--- config.mk ---
export PLATFORM = sky130hd
export DESIGN_NAME = fer_top
export DESIGN_NICKNAME = d
export VERILOG_FILES = /design/src/fer_pkg.sv /design/src/fer_link_if.sv /design/src/fer_smbus.sv /design/src/fer_top.sv
export VERILOG_INCLUDE_DIRS = /design/src /design/src/src
export SDC_FILE = /design/constraint.sdc
export NUM_CORES = 2
export LEC_CHECK = 0
export ABC_CLOCK_PERIOD_IN_PS = 18100
export BUFFER_PORTS_ARGS = -buffer_cell sky130_fd_sc_hd__buf_2
export CORE_ASPECT_RATIO = 0.5
export CORE_MARGIN = 8
export CORE_UTILIZATION = 40
export CTS_BUF_LIST = sky130_fd_sc_hd__clkbuf_16
export DETAILED_ROUTE_END_ITERATION = 16
export HOLD_SLACK_MARGIN = 0.08
export PLACE_DENSITY_LB_ADDON = 0.12
export SETUP_SLACK_MARGIN = 0.3
export SYNTH_ARGS = -nofsm -noshare
export SYNTH_HDL_FRONTEND = slang
export SYNTH_SLANG_ARGS = --single-unit
--- constraint.sdc ---
create_clock -name sys_clk -period 18.1 [get_ports sys_clk]
set_input_delay 0.905 -clock sys_clk [delete_from_list [all_inputs] [get_ports sys_clk]]
set_output_delay 0.905 -clock sys_clk [all_outputs]
set_load 0.01 [all_outputs]
--- src/fer_defines.svh ---
// Constants of the fault event recorder
`ifndef FER_DEFINES_SVH
`define FER_DEFINES_SVH
`define FER_CMD_READ       8'hEE
`define FER_CMD_FORCE      8'hEA
`define FER_CMD_ERASE      8'hEC
`define FER_REC_LEN        8'h93
`define FER_HDR_LEN        8'h1B
`define FER_PAGE_BYTES     8'h14
`define FER_RING_LAST      3'h6
`define FER_B_CODE         8'h00
`define FER_B_TIME_END     8'h06
`define FER_B_VOUT         8'h07
`define FER_B_IOUT         8'h0B
`define FER_B_IIN          8'h0D
`define FER_B_VIN          8'h0F
`define FER_FILL           8'hFF
`define FER_FORCE_CODE     8'hFF
`define FER_SMB_ADDR       7'h30
`define FER_CLK_NS         20
`define FER_TICK_NS        200000
`define FER_TEMP_OFF_C     8'h82
`define FER_TEMP_ON_C      8'h7D
`define FER_CFG_LOG_BIT    7
`define FER_VSTAT_SAVE_BIT 3
`define FER_CFG_RST        16'h0080
`define FER_OFF_CFG        8'h00
`define FER_OFF_VSTAT      8'h04
`define FER_OFF_STATE      8'h08
`define FER_OFF_UPT_LO     8'h0C
`define FER_OFF_UPT_HI     8'h10
`define FER_RESP_OKAY      2'h0
`define FER_RESP_SLVERR    2'h2
`endif

--- src/fer_pkg.sv ---
// Types of the fault event recorder
package fer_pkg;
	typedef logic [7:0] fer_byte_t;
	typedef enum logic [2:0] {SMB_IDLE, SMB_ADDR, SMB_AACK, SMB_WR, SMB_RD, SMB_RACK} fer_smb_state_t;
	typedef enum logic {CAP_IDLE, CAP_COPY} fer_cap_state_t;
endpackage

--- src/fer_link_if.sv ---
// Byte link between serial slave and recorder
`timescale 1ns/100ps
`default_nettype none
interface fer_link_if;
	logic              rx_valid;
	fer_pkg::fer_byte_t rx_data;
	logic              rx_cmd;
	logic              stop;
	logic              tx_take;
	fer_pkg::fer_byte_t tx_data;
	modport slv (output rx_valid, rx_data, rx_cmd, stop, tx_take, input tx_data);
	modport app (input rx_valid, rx_data, rx_cmd, stop, tx_take, output tx_data);
endinterface
`default_nettype wire

--- src/fer_smbus.sv ---
// Serial bus byte slave, pins sampled by the system clock
`include "fer_defines.svh"
`timescale 1ns/100ps
`default_nettype none
module fer_smbus (
	input  wire logic sys_clk,
	input  wire logic nrst,
	input  wire logic scl_in,
	input  wire logic sda_in,
	output logic      sda_drive_n,
	fer_link_if.slv   link
);
	import fer_pkg::*;

	logic [1:0]     meta_reg;
	logic [1:0]     sync_reg;
	logic [1:0]     prev_reg;
	fer_smb_state_t st_reg;
	fer_byte_t      sh_reg;
	fer_byte_t      tx_reg;
	logic [2:0]     cnt_reg;
	logic           full_reg;
	logic           rd_reg;
	logic           first_reg;
	logic           scl;
	logic           sda;
	logic           rise;
	logic           fall;
	logic           start;
	logic           stop;

	// ----------------------------------------
	// Pin synchronisers and line events
	// ----------------------------------------
	always_ff @(posedge sys_clk or negedge nrst) begin
		if (!nrst) begin
			meta_reg <= 2'h3;
			sync_reg <= 2'h3;
			prev_reg <= 2'h3;
		end else begin
			meta_reg <= {scl_in, sda_in};
			sync_reg <= meta_reg;
			prev_reg <= sync_reg;
		end
	end

	assign scl   = sync_reg[1];
	assign sda   = sync_reg[0];
	assign rise  = scl & ~prev_reg[1];
	assign fall  = ~scl & prev_reg[1];
	assign start = scl & prev_reg[1] & prev_reg[0] & ~sda;
	assign stop  = scl & prev_reg[1] & ~prev_reg[0] & sda;

	// ----------------------------------------
	// Bit and byte sequencer
	// ----------------------------------------
	always_ff @(posedge sys_clk or negedge nrst) begin
		if (!nrst) begin
			st_reg       <= SMB_IDLE;
			sh_reg       <= 8'h00;
			tx_reg       <= 8'h00;
			cnt_reg      <= 3'h0;
			full_reg     <= 1'b0;
			rd_reg       <= 1'b0;
			first_reg    <= 1'b0;
			sda_drive_n  <= 1'b1;
			link.rx_valid <= 1'b0;
			link.rx_data <= 8'h00;
			link.rx_cmd  <= 1'b0;
			link.stop    <= 1'b0;
			link.tx_take <= 1'b0;
		end else begin
			link.rx_valid <= 1'b0;
			link.stop    <= 1'b0;
			link.tx_take <= 1'b0;
			if (start) begin
				st_reg      <= SMB_ADDR;
				cnt_reg     <= 3'h0;
				full_reg    <= 1'b0;
				first_reg   <= 1'b1;
				sda_drive_n <= 1'b1;
			end else if (stop) begin
				st_reg      <= SMB_IDLE;
				sda_drive_n <= 1'b1;
				link.stop   <= 1'b1;
			end else if (rise) begin
				case (st_reg)
					SMB_ADDR, SMB_WR: begin
						sh_reg   <= {sh_reg[6:0], sda};
						cnt_reg  <= cnt_reg + 3'h1;
						full_reg <= (cnt_reg == 3'h7);
					end
					SMB_RACK: begin
						if (sda) begin
							st_reg <= SMB_IDLE;
						end
					end
					default: begin
					end
				endcase
			end else if (fall) begin
				case (st_reg)
					SMB_ADDR: begin
						if (full_reg && sh_reg[7:1] == `FER_SMB_ADDR) begin
							st_reg      <= SMB_AACK;
							rd_reg      <= sh_reg[0];
							sda_drive_n <= 1'b0;
						end else if (full_reg) begin
							st_reg <= SMB_IDLE;
						end
					end
					SMB_WR: begin
						if (full_reg) begin
							st_reg       <= SMB_AACK;
							sda_drive_n  <= 1'b0;
							link.rx_valid <= 1'b1;
							link.rx_data <= sh_reg;
							link.rx_cmd  <= first_reg;
							first_reg    <= 1'b0;
						end
					end
					SMB_AACK, SMB_RACK: begin
						full_reg <= 1'b0;
						cnt_reg  <= 3'h0;
						if (rd_reg) begin
							st_reg       <= SMB_RD;
							tx_reg       <= link.tx_data;
							link.tx_take <= 1'b1;
							sda_drive_n  <= link.tx_data[7];
						end else begin
							st_reg      <= SMB_WR;
							sda_drive_n <= 1'b1;
						end
					end
					SMB_RD: begin
						cnt_reg <= cnt_reg + 3'h1;
						if (cnt_reg == 3'h7) begin
							st_reg      <= SMB_RACK;
							sda_drive_n <= 1'b1;
						end else begin
							sda_drive_n <= tx_reg[3'h6 - cnt_reg];
						end
					end
					default: begin
					end
				endcase
			end
		end
	end
endmodule
`default_nettype wire

--- src/fer_top.sv ---
// Fault event recorder: capture, record store, serial read-out, register slave
`include "fer_defines.svh"
`timescale 1ns/100ps
`default_nettype none
module fer_top #(
	parameter int unsigned TICK_CYCLES = `FER_TICK_NS / `FER_CLK_NS
) (
	input  wire logic               sys_clk,
	input  wire logic               nrst,
	input  wire logic [7:0]         s_axi_awaddr,
	input  wire logic               s_axi_awvalid,
	output logic                    s_axi_awready,
	input  wire logic [31:0]        s_axi_wdata,
	input  wire logic [3:0]         s_axi_wstrb,
	input  wire logic               s_axi_wvalid,
	output logic                    s_axi_wready,
	output logic [1:0]              s_axi_bresp,
	output logic                    s_axi_bvalid,
	input  wire logic               s_axi_bready,
	input  wire logic [7:0]         s_axi_araddr,
	input  wire logic               s_axi_arvalid,
	output logic                    s_axi_arready,
	output logic [31:0]             s_axi_rdata,
	output logic [1:0]              s_axi_rresp,
	output logic                    s_axi_rvalid,
	input  wire logic               s_axi_rready,
	input  wire logic               scl_in,
	input  wire logic               sda_in,
	output logic                    sda_out,
	output logic                    sda_drive_n,
	input  wire logic               fault_evt,
	input  wire fer_pkg::fer_byte_t fault_code,
	input  wire fer_pkg::fer_byte_t die_temp,
	input  wire logic               tele_valid,
	input  wire fer_pkg::fer_byte_t tele_data,
	output logic                    tele_ready,
	input  wire logic [15:0]        out_volt_max,
	input  wire logic [15:0]        out_curr_max,
	input  wire logic [15:0]        in_curr_max,
	input  wire logic [15:0]        in_volt_max,
	output logic                    record_valid,
	output logic                    capture_busy
);
	import fer_pkg::*;

	logic [15:0]    cfg_reg;
	fer_byte_t      vstat_reg;
	logic           hot_reg;
	logic [31:0]    presc_reg;
	logic [47:0]    uptime_reg;
	fer_byte_t      nvm [0:146];
	fer_byte_t      ring [0:139];
	logic           nvm_valid_reg;
	fer_cap_state_t cap_reg;
	logic [7:0]     cp_idx_reg;
	fer_byte_t      code_reg;
	logic [47:0]    stamp_reg;
	logic [2:0]     tw_page_reg;
	logic [2:0]     newest_reg;
	logic [4:0]     tw_byte_reg;
	fer_byte_t      cmd_reg;
	logic           cmd_pend_reg;
	logic           data_seen_reg;
	logic [7:0]     rd_idx_reg;
	logic [7:0]     rd_len_reg;
	logic           aw_have_reg;
	logic           w_have_reg;
	logic [7:0]     awaddr_reg;
	logic [31:0]    wdata_reg;
	logic [3:0]     wstrb_reg;
	logic           log_en;
	logic           cmd_done;
	logic           force_req;
	logic           erase_req;
	logic           force_ok;
	logic           cap_start;
	logic           wr_go;
	fer_byte_t      vstat_clr;
	fer_byte_t      cp_src;
	logic [7:0]     rel;
	logic [7:0]     page;
	logic [7:0]     off;
	logic [2:0]     slot;

	fer_link_if link ();

	fer_smbus u_smb (
		.sys_clk    (sys_clk),
		.nrst       (nrst),
		.scl_in     (scl_in),
		.sda_in     (sda_in),
		.sda_drive_n(sda_drive_n),
		.link       (link.slv)
	);

	assign sda_out      = 1'b0;
	assign record_valid = nvm_valid_reg;
	assign capture_busy = (cap_reg == CAP_COPY);
	assign tele_ready   = (cap_reg == CAP_IDLE);

	// ----------------------------------------
	// Uptime and temperature
	// ----------------------------------------
	always_ff @(posedge sys_clk or negedge nrst) begin
		if (!nrst) begin
			presc_reg  <= 32'h0;
			uptime_reg <= 48'h0;
		end else if (presc_reg == TICK_CYCLES - 1) begin
			presc_reg  <= 32'h0;
			uptime_reg <= uptime_reg + 48'h1;
		end else begin
			presc_reg <= presc_reg + 32'h1;
		end
	end

	always_ff @(posedge sys_clk or negedge nrst) begin
		if (!nrst) begin
			hot_reg <= 1'b0;
		end else if (die_temp > `FER_TEMP_OFF_C) begin
			hot_reg <= 1'b1;
		end else if (die_temp < `FER_TEMP_ON_C) begin
			hot_reg <= 1'b0;
		end
	end

	// ----------------------------------------
	// Serial commands
	// ----------------------------------------
	assign log_en    = cfg_reg[`FER_CFG_LOG_BIT];
	assign cmd_done  = link.stop && cmd_pend_reg && !data_seen_reg;
	assign force_req = cmd_done && cmd_reg == `FER_CMD_FORCE;
	assign erase_req = cmd_done && cmd_reg == `FER_CMD_ERASE;
	assign force_ok  = force_req && !hot_reg;
	assign cap_start = log_en && (fault_evt || force_ok)
		&& cap_reg == CAP_IDLE && !nvm_valid_reg;

	always_ff @(posedge sys_clk or negedge nrst) begin
		if (!nrst) begin
			cmd_reg       <= 8'h00;
			cmd_pend_reg  <= 1'b0;
			data_seen_reg <= 1'b0;
			rd_idx_reg    <= 8'h00;
			rd_len_reg    <= 8'h00;
		end else if (link.rx_valid && link.rx_cmd) begin
			cmd_reg       <= link.rx_data;
			cmd_pend_reg  <= 1'b1;
			data_seen_reg <= 1'b0;
			rd_idx_reg    <= 8'h00;
			rd_len_reg    <= nvm_valid_reg ? `FER_REC_LEN : 8'h00;
		end else begin
			if (link.rx_valid) begin
				data_seen_reg <= 1'b1;
			end
			if (link.stop) begin
				cmd_pend_reg <= 1'b0;
			end
			if (link.tx_take && rd_idx_reg != 8'hFF) begin
				rd_idx_reg <= rd_idx_reg + 8'h01;
			end
		end
	end

	always_ff @(posedge sys_clk or negedge nrst) begin
		if (!nrst) begin
			link.tx_data <= `FER_FILL;
		end else if (cmd_reg != `FER_CMD_READ) begin
			link.tx_data <= `FER_FILL;
		end else if (rd_idx_reg == 8'h00) begin
			link.tx_data <= rd_len_reg;
		end else if (rd_idx_reg <= rd_len_reg) begin
			link.tx_data <= nvm[rd_idx_reg - 8'h01];
		end else begin
			link.tx_data <= `FER_FILL;
		end
	end

	// ----------------------------------------
	// Telemetry ring, seven pages so six stay complete
	// ----------------------------------------
	always_ff @(posedge sys_clk) begin
		if (tele_valid && tele_ready) begin
			ring[8'(tw_page_reg) * `FER_PAGE_BYTES + 8'(tw_byte_reg)] <= tele_data;
		end
	end

	always_ff @(posedge sys_clk or negedge nrst) begin
		if (!nrst) begin
			tw_page_reg <= 3'h0;
			tw_byte_reg <= 5'h00;
			newest_reg  <= 3'h0;
		end else if (tele_valid && tele_ready) begin
			if (8'(tw_byte_reg) == `FER_PAGE_BYTES - 8'h01) begin
				tw_byte_reg <= 5'h00;
				newest_reg  <= tw_page_reg;
				tw_page_reg <= (tw_page_reg == `FER_RING_LAST) ? 3'h0 : tw_page_reg + 3'h1;
			end else begin
				tw_byte_reg <= tw_byte_reg + 5'h01;
			end
		end
	end

	// ----------------------------------------
	// Record capture into the history store
	// ----------------------------------------
	always_comb begin
		rel    = cp_idx_reg - `FER_HDR_LEN;
		page   = rel / `FER_PAGE_BYTES;
		off    = rel % `FER_PAGE_BYTES;
		slot   = (newest_reg >= page[2:0]) ? newest_reg - page[2:0]
			: newest_reg + `FER_RING_LAST + 3'h1 - page[2:0];
		cp_src = 8'h00;
		if (cp_idx_reg == `FER_B_CODE) begin
			cp_src = code_reg;
		end else if (cp_idx_reg <= `FER_B_TIME_END) begin
			cp_src = stamp_reg[{cp_idx_reg[2:0] - 3'h1, 3'h0} +: 8];
		end else if (cp_idx_reg >= `FER_HDR_LEN) begin
			cp_src = ring[8'(slot) * `FER_PAGE_BYTES + off];
		end else begin
			case (cp_idx_reg)
				`FER_B_VOUT:          cp_src = out_volt_max[15:8];
				`FER_B_VOUT + 8'h01:  cp_src = out_volt_max[7:0];
				`FER_B_IOUT:          cp_src = out_curr_max[15:8];
				`FER_B_IOUT + 8'h01:  cp_src = out_curr_max[7:0];
				`FER_B_IIN:           cp_src = in_curr_max[15:8];
				`FER_B_IIN + 8'h01:   cp_src = in_curr_max[7:0];
				`FER_B_VIN:           cp_src = in_volt_max[15:8];
				`FER_B_VIN + 8'h01:   cp_src = in_volt_max[7:0];
				default:              cp_src = 8'h00;
			endcase
		end
	end

	always_ff @(posedge sys_clk) begin
		if (cap_reg == CAP_COPY) begin
			nvm[cp_idx_reg] <= cp_src;
		end
	end

	always_ff @(posedge sys_clk or negedge nrst) begin
		if (!nrst) begin
			cap_reg       <= CAP_IDLE;
			cp_idx_reg    <= 8'h00;
			code_reg      <= 8'h00;
			stamp_reg     <= 48'h0;
			nvm_valid_reg <= 1'b0;
		end else begin
			case (cap_reg)
				CAP_IDLE: begin
					if (cap_start) begin
						cap_reg    <= CAP_COPY;
						cp_idx_reg <= 8'h00;
						code_reg   <= fault_evt ? fault_code : `FER_FORCE_CODE;
						stamp_reg  <= uptime_reg;
					end else if (erase_req) begin
						nvm_valid_reg <= 1'b0;
					end
				end
				CAP_COPY: begin
					cp_idx_reg <= cp_idx_reg + 8'h01;
					if (cp_idx_reg == `FER_REC_LEN - 8'h01) begin
						cap_reg       <= CAP_IDLE;
						nvm_valid_reg <= 1'b1;
					end
				end
				default: cap_reg <= CAP_IDLE;
			endcase
		end
	end

	// ----------------------------------------
	// Register slave
	// ----------------------------------------
	assign s_axi_awready = !aw_have_reg && !s_axi_bvalid;
	assign s_axi_wready  = !w_have_reg && !s_axi_bvalid;
	assign s_axi_arready = !s_axi_rvalid;
	assign wr_go         = aw_have_reg && w_have_reg;
	assign vstat_clr     = (wr_go && awaddr_reg == `FER_OFF_VSTAT && wstrb_reg[0])
		? wdata_reg[7:0] : 8'h00;

	always_ff @(posedge sys_clk or negedge nrst) begin
		if (!nrst) begin
			aw_have_reg  <= 1'b0;
			w_have_reg   <= 1'b0;
			awaddr_reg   <= 8'h00;
			wdata_reg    <= 32'h0;
			wstrb_reg    <= 4'h0;
			s_axi_bvalid <= 1'b0;
			s_axi_bresp  <= `FER_RESP_OKAY;
		end else if (wr_go) begin
			aw_have_reg  <= 1'b0;
			w_have_reg   <= 1'b0;
			s_axi_bvalid <= 1'b1;
			s_axi_bresp  <= (awaddr_reg == `FER_OFF_CFG || awaddr_reg == `FER_OFF_VSTAT)
				? `FER_RESP_OKAY : `FER_RESP_SLVERR;
		end else begin
			if (s_axi_awvalid && s_axi_awready) begin
				aw_have_reg <= 1'b1;
				awaddr_reg  <= s_axi_awaddr;
			end
			if (s_axi_wvalid && s_axi_wready) begin
				w_have_reg <= 1'b1;
				wdata_reg  <= s_axi_wdata;
				wstrb_reg  <= s_axi_wstrb;
			end
			if (s_axi_bvalid && s_axi_bready) begin
				s_axi_bvalid <= 1'b0;
			end
		end
	end

	always_ff @(posedge sys_clk or negedge nrst) begin
		if (!nrst) begin
			cfg_reg   <= `FER_CFG_RST;
			vstat_reg <= 8'h00;
		end else begin
			if (wr_go && awaddr_reg == `FER_OFF_CFG && wstrb_reg[0]) begin
				cfg_reg[7:0] <= wdata_reg[7:0];
			end
			if (wr_go && awaddr_reg == `FER_OFF_CFG && wstrb_reg[1]) begin
				cfg_reg[15:8] <= wdata_reg[15:8];
			end
			vstat_reg <= (vstat_reg & ~vstat_clr)
				| {4'h0, force_ok && log_en, 3'h0};
		end
	end

	always_ff @(posedge sys_clk or negedge nrst) begin
		if (!nrst) begin
			s_axi_rvalid <= 1'b0;
			s_axi_rdata  <= 32'h0;
			s_axi_rresp  <= `FER_RESP_OKAY;
		end else if (s_axi_arvalid && s_axi_arready) begin
			s_axi_rvalid <= 1'b1;
			s_axi_rresp  <= `FER_RESP_OKAY;
			case (s_axi_araddr)
				`FER_OFF_CFG:    s_axi_rdata <= {16'h0, cfg_reg};
				`FER_OFF_VSTAT:  s_axi_rdata <= {24'h0, vstat_reg};
				`FER_OFF_STATE:  s_axi_rdata <= {29'h0, hot_reg, capture_busy, nvm_valid_reg};
				`FER_OFF_UPT_LO: s_axi_rdata <= uptime_reg[31:0];
				`FER_OFF_UPT_HI: s_axi_rdata <= {16'h0, uptime_reg[47:32]};
				default: begin
					s_axi_rdata <= 32'h0;
					s_axi_rresp <= `FER_RESP_SLVERR;
				end
			endcase
		end else if (s_axi_rready) begin
			s_axi_rvalid <= 1'b0;
		end
	end
endmodule
`default_nettype wire

=== Yosys cells after proc, flatten, opt, wreduce, memory -nomap -nowiden ===
Memories as Yosys holds them, arrays and structs flattened.
Index checks and enable logic that the tools add are counted.

* Register bits: 326
* Memory bits (writable): 2296
* Input port bits: 151
* Output and inout bits: 46
* Logic and storage cells: 312
* Memories kept: 2

* $add $sub $neg: 17
* Multiply operators: 2
* Divide/modulo/power cells: 2
* $lt $le $gt $ge: 7
* Equal/unequal tests: 43
* Shifts and indexed selects: 1
* Multiplexer cells: 100
* Bitwise operators: 19
* Reductions and logical operators: 73

{| class="wikitable"
|+ Memories
! memory !! words !! width !! rd ports !! clocked after Yosys merged registers in !! wr ports !! line !! RTL
|-
| nvm || 147 || 8 || 1 || 0 || 1 || fer_top.sv:51 || <nowiki>fer_byte_t nvm [0:146];</nowiki>
|-
| ring || 140 || 8 || 1 || 0 || 1 || fer_top.sv:52 || <nowiki>fer_byte_t ring [0:139];</nowiki>
|}

{| class="wikitable"
|+ Operator list
! cell !! number
|-
| $pmux W32 S5 || 1
|-
| $mux W8 || 12
|-
| $eq A8 B4 Y1 const B || 8
|-
| $pmux W8 S8 || 1
|-
| $mux W1 || 57
|-
| $mux W3 || 18
|-
| $add A48 B1 Y48 const B || 1
|-
| $shiftx A48 B7 Y8 || 1
|-
| $add A32 B1 Y32 const B || 1
|-
| $eq A32 B14 Y1 const B || 1
|-
| $logic_not A8 Y1 || 4
|-
| $mux W32 || 1
|-
| $logic_and A1 B1 Y1 || 25
|-
| $eq A8 B3 Y1 const B || 3
|-
| $eq A8 B8 Y1 const B || 3
|-
| $reduce_bool A2 Y1 || 11
|-
| $reduce_and A6 Y1 || 3
|-
| $add A8 B1 Y8 const B || 2
|-
| $eq A8 B5 Y1 const B || 2
|-
| $ne A8 B8 Y1 const B || 2
|-
| $pmux W8 S2 || 1
|-
| $eq A3 B3 Y1 const B || 4
|-
| $mul A3 B3 Y6 const B || 2
|-
| $pmux W3 S4 || 1
|-
| 55 further kinds || 99
|}

=== Logic depth before layout (Yosys ltp) ===
* Word-level depth: 10
* Gate-level depth with buffers: 26

=== By module ===
Synthesis repeated with hierarchy kept, for this count alone.

* Cells, all modules: 5756
* Area total of the unflattened synthesis: 105239.7 µm²

{| class="wikitable"
|+ By module, submodules not included
! module !! times used !! cells an instance !! area each (µm²)
|-
| fer_top || 1 || 5592 || 103170.2
|-
| fer_smbus || 1 || 164 || 2069.5
|}

=== Worst setup path after synthesis ===
No wires, ideal clock.

* Path kind: flip-flop to flip-flop
* From: reg cp_idx_reg[1]
* To: mem nvm[0][4] (netlist name), data pin
* Data arrival time: 11.334 ns
* Setup slack: 5.390 ns
* Cell stages (with the launch flop): 25
* Path buffers: 5
* Clock period less this slack: 12.710 ns
* Path through: dfrtp_1 > ha_1 > o21ai_1 > or4_1 > a31o_2 > o211ai_1 > nand2_1 > clkbuf_1 > a21oi_1 > o21ai_1 > ha_1 > nand2b_1 > a21o_1 > a21o_1 > xor2_1 > ha_1 > inv_1 > fa_1 > buf_2 > clkbuf_1 > clkbuf_1 > buf_1 > o21ai_0 > a21o_1 > o31ai_1

* Cells in the longest elaborated chain, start to end: 10

{| class="wikitable"
|+ Ends and longest elaborated chain
! item !! line !! RTL
|-
| from (decl) || fer_top.sv:55 || <nowiki>logic [7:0] cp_idx_reg;</nowiki>
|-
| from (signal assigned) || fer_top.sv:259 || <nowiki>cp_idx_reg <= cp_idx_reg + 8'h01;</nowiki>
|-
| $sub A8 B5 Y8 (no source line) || n/a ||
|-
| $div A8 B5 Y8 (no source line) || n/a ||
|-
| $sub A3 B3 Y3 (tied with other cells) || fer_top.sv:210 || <nowiki>: newest_reg + `FER_RING_LAST + 3'h1 - page[2:0];</nowiki>
|-
| $mux W3 || fer_top.sv:209 || <nowiki>slot = (newest_reg >= page[2:0]) ? newest_reg - page[2:0]</nowiki>
|-
| $mul A3 B3 Y6 (no source line) || n/a ||
|-
| $add A8 B8 Y8 || fer_top.sv:217 || <nowiki>cp_src = ring[8'(slot) * `FER_PAGE_BYTES + off];</nowiki>
|-
| $mem_v2 Z140 W8 || n/a ||
|-
| $mux W8 || fer_top.sv:216 || <nowiki>end else if (cp_idx_reg >= `FER_HDR_LEN) begin</nowiki>
|-
| $mux W8 || fer_top.sv:214 || <nowiki>end else if (cp_idx_reg <= `FER_B_TIME_END) begin</nowiki>
|-
| $mux W8 * || fer_top.sv:212 || <nowiki>if (cp_idx_reg == `FER_B_CODE) begin</nowiki>
|-
| net cp_src[4] || fer_top.sv:79 || <nowiki>fer_byte_t cp_src;</nowiki>
|-
| to (decl) || fer_top.sv:51 ||
|}

The timed path passes the listed nets; every way through them passes the cells marked *.

=== Worst setup path in the final report ===
* From: reg cp_idx_reg[1]
* To: mem nvm[61][4] (netlist name), data pin

Same word-level chain as after synthesis.

==> flow_metrics.py <==
metrics = {
    "status": {
        "status": "finished clean",
    },
    "clock_network": {
        "cts_hold_buf": 2,
        "postCtsSetupBuffers": 0,
        "cts_max_path_buffers": 4,
        "clkSlewWorstSetupHoldPaths_ns": 0.07,
        "post_cts_resized": 0,
        "cts_tree": "built",
        "cts_buffers": 237,
        "cts_sinks": 2613,
        "cts_root_buffer": "clkbuf_16",
        "htree_levels": 4,
        "worstSkewPairLatency_ns": 0.89,
    },
    "setup_path": {
        "crit_path_end_kind": "flop",
        "startpoint_type": "flop",
        "crit_top_cell": "buf_4",
        "crit_slowest_cell": "fa_4",
        "worst_ep_arrival_time_ns": 10.90,
        "cp_max_fo": 99,
        "crit_required_ns": 18.49,
        "slowest_delay_ns": 1.34,
        "crit_type": "reg -> reg",
    },
    "grt": {
        "grt_max_degree": 132,
        "grt_pass1_vias": 54900,
        "antenna_found_initial": 7,
        "track_usage_pct": 18.8,
        "grt_pass1_wl_um": 390000,
        "overflow": 0,
    },
    "floorplan": {
        "core_sq_um": 262000,
        "rows": 133,
        "die_area_sq_um": 280000,
        "fp.dieW_um": 740,
        "initial_core_util_pct": 40.1,
        "num_io_pins": 197,
        "die_h_um": 378,
    },
    "synth": {
        "synth_edf_count": 2296,
        "yosys_warnings": 0,
        "yosysSeqAreaShare_pct": 73.3,
        "yosysMostFrequentCell": "edfxtp_1",
        "synth-async-reset-ratio_pct": 12.1,
        "synth_ff_type": "edfxtp_1",
        "synthTopCellsByCount": "edfxtp_1 (2296), mux4_2 (649), nand2_1 (470), nor2_1 (382), dfrtp_1 (301)",
        "yosysTopAreaCellShare_pct": 65.8,
        "synthesis.area_sq_um": 105000,
        "synthCells": 5571,
        "ys_seq_elements": 2613,
        "synth_largest_area_cell": "edfxtp_1",
        "synthDistinctLibCells": 74,
        "synth_area_leaders": "edfxtp_1 (66%), mux4_2 (14%), dfrtp_1 (7.2%)",
        "syn_avg_cell_area_sq_um": 18.8,
    },
    "timing": {
        "finalClockSkew_ns": 0.0432,
        "fin_crit_sh_pct": 58.1,
        "tightestPinTransition_ns": 1.24,
        "rsz0062_at_grt": "false",
        "timing.fmax_mhz": 95.2,
        "fin_crit_ns": 10.51,
        "slew_headroom_pct": 17.2,
        "slew_violations": 0,
        "finalHoldViolCount": 0,
        "fin_setup_tns_ns": 0,
        "setup_viol": 0,
    },
    "placement": {
        "dp.final_hpwl_um": 166000,
        "place_area_sq_um": 110000,
        "portBuffers": 175,
        "gp_congestion": 0.841,
    },
    "route": {
        "drc_errors": 0,
        "num_vias": 53600,
        "dr.pass1.iters": 6,
        "vias_per_cell": 5.65,
        "drtIter0Drc": 4907,
        "postRouteWirelength_um": 269000,
        "antenna_left": 0,
        "wl_per_cell_um": 28.4,
    },
    "layout": {
        "largest_register_ffs": 1176,
        "diodes": 0,
        "reg.largest.list": "nvm (1176), ring (1120)",
        "fin_nets": 5980,
        "design_area_sq_um": 117000,
        "nFillCells": 22200,
        "multi_input_area_sq_um": 26700,
        "drive_above_1_share_pct": 23.0,
        "top_register": "nvm",
        "area_growth_pct": 11.8,
        "regArea_sq_um": 76900,
    },
    "flow_run": {
        "cap_violations": 0,
    },
    "power_and_ir_drop": {
        "power_density_nw_per_um2": 102,
        "ir_drop_uv": 74.2,
        "power_uw": 11900,
        "p_leak_uw": 0.0380,
    },
    "hold_path": {
        "hold_path.class": "in -> async",
    },
}
[through the flow]
step           worst slack, ns  utilization (%)  hold slack (ns)  cells
5_1_grt                   6.94             44.8            0.168   9482
6_report                  7.59             44.8            0.119   9482
2_1_floorplan             5.39                -            0.345   5575
3_3_place_gp              7.84             41.9            0.345   9052
4_1_cts                   7.63             44.8           0.0851   9482
3_5_place_dp              7.72             41.9            0.347   9052
[area by class of cell]
class,count,area share (%)
multi-input combinational,2617,22.7
sequential,2613,65.6
clock buffer,239,5.10
clock inverter,189,1.25
timing repair buffer,268,1.42
inverter,46,0.147
tap,3510,3.75
[report_power, final]
group / switching (uW) / internal [uW] / leakage, uW / total [uW]
logic: 206 / 75.3 / 0.00932 / 282
clock network: 2240 / 2700 / 0.00381 / 4950
registers: 36.9 / 6650 / 0.0248 / 6690
total: 2490 / 9430 / 0.0380 / 11900
[critical path: cells and delay by family, from the launching register on]
kind,cells,cell delay [ns]
adder cells (fa/ha/maj),4,2.48
buffers and inverters,5,1.93
AO/OA/AOI/OAI,9,2.37
AND/OR/NAND/NOR,5,1.17
multiplexers,2,0.96
XOR/XNOR,1,0.31
flip-flops,1,0.46
[placed cells by master (no fill, tap or decap), types with 61 or more instances in the layout]
cell type	n
nor2_1	379
buf_4	95
mux2i_1	88
clkbuf_16	239
inv_1	94
o21ai_0	115
edfxtp_1	2296
mux4_2	649
nand3_1	96
mux2_2	80
nand2_1	470
dfrtp_1	299
buf_2	166
xnor2_1	61
[logic make-up after synthesis]
kind of cell               Yosys count  share of synthesized area [%]
AOI/OAI and AO/OA                  445                           2.91
xor gates and xnor gates           119                           1.00
adders and majority gates           46                          0.578
buffers and inverters              345                           1.50
DFF                               2613                           73.3
muxes                              817                           15.6
other                                1                        0.00358
and+or+nand+nor                   1185                           5.02
[routing by layer]
layer | global-route usage (%) | part of all wire, % | vias to the layer above
met1 | 26.5 | 44 | 28700
li1 | - | - | 22800
met2 | 30.7 | 48 | 1705
met3 | 3.07 | 5.8 | 395
met5 | 0 | 0 | -
met4 | 4.44 | 2.5 | 0
[path summary, 6_finish.rpt]
path / from / to / slack (ns) / cells past startpoint
min in group sys_clk: s_axi_rready / s_axi_rvalid / 0.22 / 2
worst max-delay path: cp_idx_reg[1] / nvm[61][4] / 7.59 / 26
worst max register to register: cp_idx_reg[1] / nvm[61][4] / 7.59 / 26
worst min-delay path: nrst / u_smb.st_reg[2] / 0.12 / 1
max in group asynchronous: nrst / code_reg[4] / 16.47 / 2
worst min register to register: u_smb.meta_reg[0] / u_smb.sync_reg[0] / 0.36 / 0
No activity file was read; power rests on OpenSTA's default activity.
